### src/rtl/alc_pkg.sv
package alc_pkg;
    // geometry
    localparam int unsigned ALC_NUM_COMP   = 6;
    localparam int unsigned ALC_DATA_W     = 12;
    // register byte addresses (low bits decoded)
    localparam logic [31:0] ALC_ENABLE_OFS = 32'h0014008c;
    localparam logic [31:0] ALC_RESULT_OFS = 32'h00140090;
    // enable register field positions
    localparam int unsigned ALC_ON_POS     = 0;
    localparam int unsigned ALC_PICK_POS   = 8;
    localparam int unsigned ALC_IRQ_POS    = 16;
    // result register field positions
    localparam int unsigned ALC_STICKY_POS = 0;
    localparam int unsigned ALC_LIVE_POS   = 16;
    // reset values
    localparam logic [5:0]  ALC_ON_RST     = 6'h00;
    localparam logic [5:0]  ALC_PICK_RST   = 6'h00;
    localparam logic [11:0] ALC_IRQ_RST    = 12'h000;
    localparam logic [11:0] ALC_STICKY_RST = 12'h000;

    // apb request bundle
    typedef struct packed {
        logic        psel;
        logic        penable;
        logic        pwrite;
        logic [31:0] paddr;
        logic [31:0] pwdata;
    } alc_apb_req_t;

    // apb answer bundle
    typedef struct packed {
        logic        pready;
        logic        pslverr;
        logic [31:0] prdata;
    } alc_apb_rsp_t;

    // all block state
    typedef struct packed {
        logic [5:0]  comparator_on;
        logic [5:0]  source_pick;
        logic [11:0] irq_on;
        logic [11:0] sticky;
        logic        irq_flag;
        logic [31:0] prdata;
        logic        pslverr;
    } alc_state_t;
endpackage : alc_pkg

### src/rtl/alc_limit_comparators.sv
// Behaviour
// - six comparators, each enabled by enable register bits 0 to 5
// - after reset all enable, select and interrupt enable bits are zero
// - select bit 8+n picks raw (0) or averaged (1) result n
// - comparator n always watches result slot n only
// - upper interrupt enable at bit 17+2n gates upper sticky status
// - lower interrupt enable at bit 16+2n gates lower sticky status
// - live status bits 16 to 27 show current limit hits, upper odd
// - sticky status bits 0 to 11 latch hits and clear on read
// - upper limit hit when input is equal to or above upper limit
// - lower limit hit when input is equal to or below lower limit
// - any limit hit sets the shared compare interrupt flag
`timescale 1ns/10ps
`default_nettype none
module alc_limit_comparators
    import alc_pkg::*;
#(
    parameter int unsigned N_COMP = ALC_NUM_COMP,
    parameter int unsigned DW     = ALC_DATA_W
) (
    // clock and reset
    input  wire logic                  clk_sys_i,
    input  wire logic                  rst_i,
    // apb slave
    input  wire alc_apb_req_t          apb_req_i,
    output var alc_apb_rsp_t           apb_rsp_o,
    // converter results and limits, slot n in slice n
    input  wire logic [N_COMP*DW-1:0]  raw_result_i,
    input  wire logic [N_COMP*DW-1:0]  avg_result_i,
    input  wire logic [N_COMP*DW-1:0]  upper_limit_i,
    input  wire logic [N_COMP*DW-1:0]  lower_limit_i,
    // shared compare flag handling and live status
    input  wire logic                  irq_flag_clear_i,
    output logic                       irq_flag_o,
    output logic [2*N_COMP-1:0]        live_o
);

    alc_state_t              st;
    alc_state_t              next_st;
    logic [2*N_COMP-1:0]     live;
    logic                    rd_acc;
    logic                    wr_acc;
    logic                    hit_en;
    logic                    hit_res;

    // per-slot comparison, slot n only feeds comparator n
    for (genvar n = 0; n < N_COMP; n++) begin : g_cmp
        logic [DW-1:0] sample;
        logic [DW-1:0] up_lim;
        logic [DW-1:0] lo_lim;
        assign up_lim = upper_limit_i[n*DW +: DW];
        assign lo_lim = lower_limit_i[n*DW +: DW];
        // raw or averaged pick
        assign sample = st.source_pick[n] ? avg_result_i[n*DW +: DW]
                                          : raw_result_i[n*DW +: DW];
        // upper at odd, lower at even position
        assign live[2*n+1] = st.comparator_on[n] && (sample >= up_lim);
        assign live[2*n]   = st.comparator_on[n] && (sample <= lo_lim);
    end

    // apb decode on the low address bits, zero wait states
    assign hit_en  = apb_req_i.paddr[11:0] == ALC_ENABLE_OFS[11:0];
    assign hit_res = apb_req_i.paddr[11:0] == ALC_RESULT_OFS[11:0];
    assign rd_acc  = apb_req_i.psel && !apb_req_i.penable && !apb_req_i.pwrite;
    assign wr_acc  = apb_req_i.psel && apb_req_i.penable && apb_req_i.pwrite;

    // next state
    always_comb begin
        next_st = st;
        // sticky bits: set wins over the read clear
        if (rd_acc && hit_res) begin
            next_st.sticky = '0;
        end
        next_st.sticky = next_st.sticky | (live & st.irq_on);
        // shared flag, set wins over clear
        if (irq_flag_clear_i) begin
            next_st.irq_flag = 1'b0;
        end
        if (|live) begin
            next_st.irq_flag = 1'b1;
        end
        // writes, reserved bits dropped
        if (wr_acc && hit_en) begin
            next_st.comparator_on = apb_req_i.pwdata[ALC_ON_POS +: 6];
            next_st.source_pick   = apb_req_i.pwdata[ALC_PICK_POS +: 6];
            next_st.irq_on        = apb_req_i.pwdata[ALC_IRQ_POS +: 12];
        end
        // read data captured in setup, presented in access
        if (rd_acc) begin
            next_st.prdata  = '0;
            next_st.pslverr = !(hit_en || hit_res);
            if (hit_en) begin
                next_st.prdata[ALC_ON_POS +: 6]   = st.comparator_on;
                next_st.prdata[ALC_PICK_POS +: 6] = st.source_pick;
                next_st.prdata[ALC_IRQ_POS +: 12] = st.irq_on;
            end else if (hit_res) begin
                next_st.prdata[ALC_LIVE_POS +: 12]   = live;
                next_st.prdata[ALC_STICKY_POS +: 12] = st.sticky | (live & st.irq_on);
            end
        end else if (apb_req_i.psel && !apb_req_i.penable) begin
            next_st.prdata  = '0;
            next_st.pslverr = !(hit_en || hit_res);
        end
    end

    // state register
    always_ff @(posedge clk_sys_i) begin
        if (rst_i) begin
            st.comparator_on <= ALC_ON_RST;
            st.source_pick   <= ALC_PICK_RST;
            st.irq_on        <= ALC_IRQ_RST;
            st.sticky        <= ALC_STICKY_RST;
            st.irq_flag      <= 1'b0;
            st.prdata        <= 32'h0000_0000;
            st.pslverr       <= 1'b0;
        end else begin
            st <= next_st;
        end
    end

    // outputs
    // one driver for the whole answer bundle, error only in the access phase
    assign apb_rsp_o  = '{pready:  1'b1,
                          pslverr: st.pslverr && apb_req_i.psel && apb_req_i.penable,
                          prdata:  st.prdata};
    assign irq_flag_o = st.irq_flag;
    assign live_o            = live;

    // per comparator checks, slot k against limit k
    for (genvar k = 0; k < N_COMP; k++) begin : g_chk
        logic [DW-1:0] raw_k;
        logic [DW-1:0] avg_k;
        logic [DW-1:0] up_k;
        logic [DW-1:0] lo_k;
        assign raw_k = raw_result_i[k*DW +: DW];
        assign avg_k = avg_result_i[k*DW +: DW];
        assign up_k  = upper_limit_i[k*DW +: DW];
        assign lo_k  = lower_limit_i[k*DW +: DW];

    end
endmodule : alc_limit_comparators
`default_nettype wire

### config.mk
export PLATFORM = sky130hd
export DESIGN_NAME = alc_limit_comparators
export DESIGN_NICKNAME = d
export VERILOG_FILES = /design/src/rtl/alc_pkg.sv /design/src/rtl/alc_limit_comparators.sv
export SDC_FILE = /design/constraint.sdc
export NUM_CORES = 1
export LEC_CHECK = 0
export BUFFER_PORTS_ARGS = -buffer_cell sky130_fd_sc_hd__buf_2
export CORE_AREA = 4 4 154 156
export CTS_BUF_LIST = sky130_fd_sc_hd__clkbuf_16
export CTS_CLUSTER_SIZE = 16
export DETAILED_ROUTE_END_ITERATION = 10
export DIE_AREA = 0 0 158 160
export SYNTH_ARGS = -nofsm -noshare
export SYNTH_HDL_FRONTEND = slang
export SYNTH_SLANG_ARGS = --single-unit
### constraint.sdc
create_clock -name clk_sys_i -period 3.05 [get_ports clk_sys_i]
set_clock_uncertainty 0.15 [all_clocks]
set_input_delay 0.305 -clock clk_sys_i [delete_from_list [all_inputs] [get_ports clk_sys_i]]
set_output_delay 0.305 -clock clk_sys_i [all_outputs]
set_load 0.1 [all_outputs]
==> impl_metrics.sql <==
INSERT INTO impl_metrics (metric_group, metric, value, unit) VALUES
('clock_tree', 'cts_max_path_buffers', '2', ''),
('logic_synthesis', 'most_frequent_cell_after_synthesis', 'sky130_fd_sc_hd__ha_1', ''),
('clock_tree', 'cts.hold.buffers_added', '0', ''),
('global_routing', 'grt_overflow_total', '0', ''),
('placed_design', 'gp_congestion', '0.859', ''),
('timing', 'fmax', '319', 'MHz'),
('global_routing', 'grt.total_usage', '17.5', '%'),
('timing', 'crit_share_post_route', '103', '%'),
('clock_tree', 'numClockSinks', '64', ''),
('power_and_ir_drop', 'clkPwrFrac', '38.3', '%'),
('routing', 'first_iter_violations', '217', ''),
('logic_synthesis', 'postSynth.asyncResetShare', '0', '%'),
('logic_synthesis', 'synth_register_bits', '64', ''),
('flow_run', 'cap_viol_max_count', '0', ''),
('clock_tree', 'clock_tree.htree_level_count', '3', ''),
('logic_synthesis', 'number_of_enable_type_register_cells_in_the_synthesized_netlist', '0', ''),
('placed_design', 'post-dp-hpwl', '19.7', 'mm'),
('power_and_ir_drop', 'switching_part_of_the_total_power', '28.9', '%'),
('global_routing', 'grt_antenna_before_repair', '0', ''),
('run_status', 'violations', 'setup timing', ''),
('clock_tree', 'clock-root-buffer', 'sky130_fd_sc_hd__clkbuf_16', ''),
('logic_synthesis', 'synthesized_netlist_cell_count', '849', ''),
('routing', 'drt-pass1-iter-count', '4', ''),
('power_and_ir_drop', 'cell_internal_pwr', '1.99', 'mW'),
('routing', 'via_count', '7312', ''),
('global_routing', 'grt_start_max_net_pins', '42', ''),
('cells_and_area', 'fin_area', '10700', 'µm²'),
('timing', 'setup_ws', '-0.0871', 'ns'),
('clock_tree', 'cts_tree', 'built', ''),
('global_routing', 'met2_usage', '32.6', '%'),
('power_and_ir_drop', 'power.net_switching', '809', 'µW'),
('power_and_ir_drop', 'power_density', '262', 'nW/µm²'),
('clock_tree', 'clk_latency', '0.33', 'ns'),
('timing', 'final-hold-violation-count', '0', ''),
('setup_path', 'critical_path_arrival', '2.68', 'ns'),
('run_status', 'run_status', 'complete, but fails checks', ''),
('die', 'die_height', '160', 'µm'),
('routing', 'drc_errors', '0', ''),
('hold_path', 'min-delay-path-class', 'input pin to register', ''),
('global_routing', 'first_global_vias', '7157', ''),
('die', 'die_area', '25300', 'µm²'),
('die', 'io_pins', '405', ''),
('routing', 'routed_via_density', '4.82', ''),
('timing', 'unrepaired_setup_endpoints_after_global_routing', 'yes', ''),
('timing', 'worst_slew_margin_rel', '38.9', '%'),
('timing', 'setup_viol', '1', ''),
('die', 'dieWidth', '158', 'µm'),
('power_and_ir_drop', 'power_share_of_the_sequential_group', '29.8', '%'),
('timing', 'finalSetupTns', '-0.0871', 'ns'),
('logic_synthesis', 'netlist_area', '7120', 'µm²'),
('cells_and_area', 'post_route_cells_drive_above_1_share', '47.8', '%'),
('die', 'core', '22400', 'µm²'),
('timing', 'worstMarginPinSlew', '0.916', 'ns'),
('setup_path', 'cp_max_fo', '6', ''),
('clock_tree', 'cts_inserted_buffers', '9', ''),
('setup_path', 'critPathRequiredTime', '2.59', 'ns'),
('logic_synthesis', 'yosys_warning_count', '0', ''),
('logic_synthesis', 'synth_top_cells_by_area', 'sky130_fd_sc_hd__ha_1 25%, sky130_fd_sc_hd__dfxtp_1 18%, sky130_fd_sc_hd__mux2_2 10%', ''),
('routing', 'route.detailed.wl_per_inst', '15.8', 'µm'),
('global_routing', 'grt_util_met1', '20.1', '%'),
('setup_path', 'timing_worst_setup_path_type', 'register to primary output', ''),
('logic_synthesis', 'post-synth-top-area-fraction', '25.3', '%'),
('setup_path', 'cp-end-kind', 'primary output', ''),
('cells_and_area', 'syn2layout_area_growth', '50.2', '%'),
('die', 'number_of_rows_created_at_floorplan', '55', ''),
('power_and_ir_drop', 'max-vdd-ir-drop', '201', 'µV'),
('global_routing', 'globalRoute.busiestLayer', 'met2', ''),
('routing', 'drt.antenna.violating_nets', '0', ''),
('cells_and_area', 'number_of_antenna_cells_inserted', '0', ''),
('global_routing', 'globalRouteMet3Util', '3.52', '%'),
('logic_synthesis', 'synthDominantAreaCellType', 'sky130_fd_sc_hd__ha_1', '');
power groups by stage:
stage	logic [mW]	registers, mW	clock network (mW)
after floorplan	0.482	0.855	0
after global placement	0.782	0.856	0
after detailed placement	0.796	0.856	0
after CTS	0.835	0.836	1.12
after global routing	1.01	0.834	1.15
final	0.891	0.835	1.07
final timing paths:
kind / cells past startpoint / slack, ns / to / startpoint
setup reg to reg: 12 / 0.01 / irq_flag_o / st[61]
hold reg to reg: 2 / 0.30 / apb_rsp_o[7] / apb_rsp_o[7]
setup / recovery: 8 / -0.09 / live_o[6] / st[61]
hold / removal: 3 / 0.06 / st[55] / apb_req_i[25]
per-stage QoR:
stage	power, mW	std cells	hold slack [ns]	worst slack, ns	util (%)
after floorplan	1.34	854	0.282	-0.326	-
after global placement	1.64	1471	0.290	-0.0522	42.8
after detailed placement	1.65	1471	0.294	-0.000764	42.8
after CTS	2.79	1500	0.0357	-0.119	45.5
after global routing	2.99	1516	0.0529	-0.194	47.8
final	2.80	1516	0.0564	-0.0871	47.8
sequential cells by signal (all words and copies together) (netlist names):
name	cells
st	37
apb_rsp_o	26
irq_flag_o	1
critical path: stages, from the launching register on:
cell                       delay, ns
sky130_fd_sc_hd__dfxtp_4        0.39
sky130_fd_sc_hd__buf_12         0.14
sky130_fd_sc_hd__mux2_4         0.34
sky130_fd_sc_hd__ha_4           0.27
sky130_fd_sc_hd__nand4_1        0.14
sky130_fd_sc_hd__or3_4          0.36
sky130_fd_sc_hd__a21boi_4       0.15
sky130_fd_sc_hd__a221oi_4       0.33
sky130_fd_sc_hd__buf_12         0.22
cell families (layout without fill, tap and decap cells):
| kind of cell | after synthesis | after routing | share of synthesized area (%) |
|---|---|---|---|
| buf+inv | 197 | 574 | 12.4 |
| mux | 96 | 96 | 14.7 |
| fa+ha+maj | 144 | 144 | 25.3 |
| compound gates | 183 | 183 | 17.3 |
| other cells | 2 | 7 | 0.106 |
| flops | 64 | 64 | 18.0 |
| simple gates | 163 | 163 | 12.2 |
per-layer routing:
metal / share of wire [%] / routed length (µm)
met2: 52 / 12400
met4: 1.7 / 408
met1: 40 / 9540
met3: 6.8 / 1620
met5: 0 / 0
area by class of cell:
cell class                      count  area [µm²]
Timing Repair Buffer              419        2490
Clock buffer                        9         225
Multi-Input combinational cell    593        5720
Fill cell                        2175       11700
Sequential cell                    64        1300
Inverter                          139         522
Tap cell                          285         357
Clock inverter                      7        87.6
cell usage in the layout (no fill, tap or decap), types with 5 or more instances in the layout:
master,count
sky130_fd_sc_hd__inv_1,140
sky130_fd_sc_hd__mux2i_1,25
sky130_fd_sc_hd__a21oi_2,9
sky130_fd_sc_hd__ha_1,122
sky130_fd_sc_hd__o21ai_1,9
sky130_fd_sc_hd__mux2_4,17
sky130_fd_sc_hd__nand2_1,20
sky130_fd_sc_hd__buf_4,41
sky130_fd_sc_hd__a222oi_1,13
sky130_fd_sc_hd__clkbuf_16,9
sky130_fd_sc_hd__mux2_2,49
sky130_fd_sc_hd__o21ai_0,11
sky130_fd_sc_hd__a22oi_1,14
sky130_fd_sc_hd__a21o_1,25
sky130_fd_sc_hd__a211o_1,6
sky130_fd_sc_hd__dfxtp_1,58
sky130_fd_sc_hd__nor2b_1,10
sky130_fd_sc_hd__nor2b_4,5
sky130_fd_sc_hd__ha_4,22
sky130_fd_sc_hd__nand4_1,22
sky130_fd_sc_hd__buf_12,16
sky130_fd_sc_hd__nor2_1,64
sky130_fd_sc_hd__a21oi_1,52
sky130_fd_sc_hd__o211ai_1,6
sky130_fd_sc_hd__buf_2,357
sky130_fd_sc_hd__nor3_2,5
sky130_fd_sc_hd__and3b_1,5
sky130_fd_sc_hd__conb_1,7
sky130_fd_sc_hd__nand2b_1,7
repair_timing:
item / 4_1_cts / 5_1_grt
pin swaps: 9 / 30
resized for setup: 33 / 68
gates cloned: 1 / 0
setup buffers: 12 / 16
endpoints found under the setup margin: 12 / 15
(Power assumes the default switching activity.)
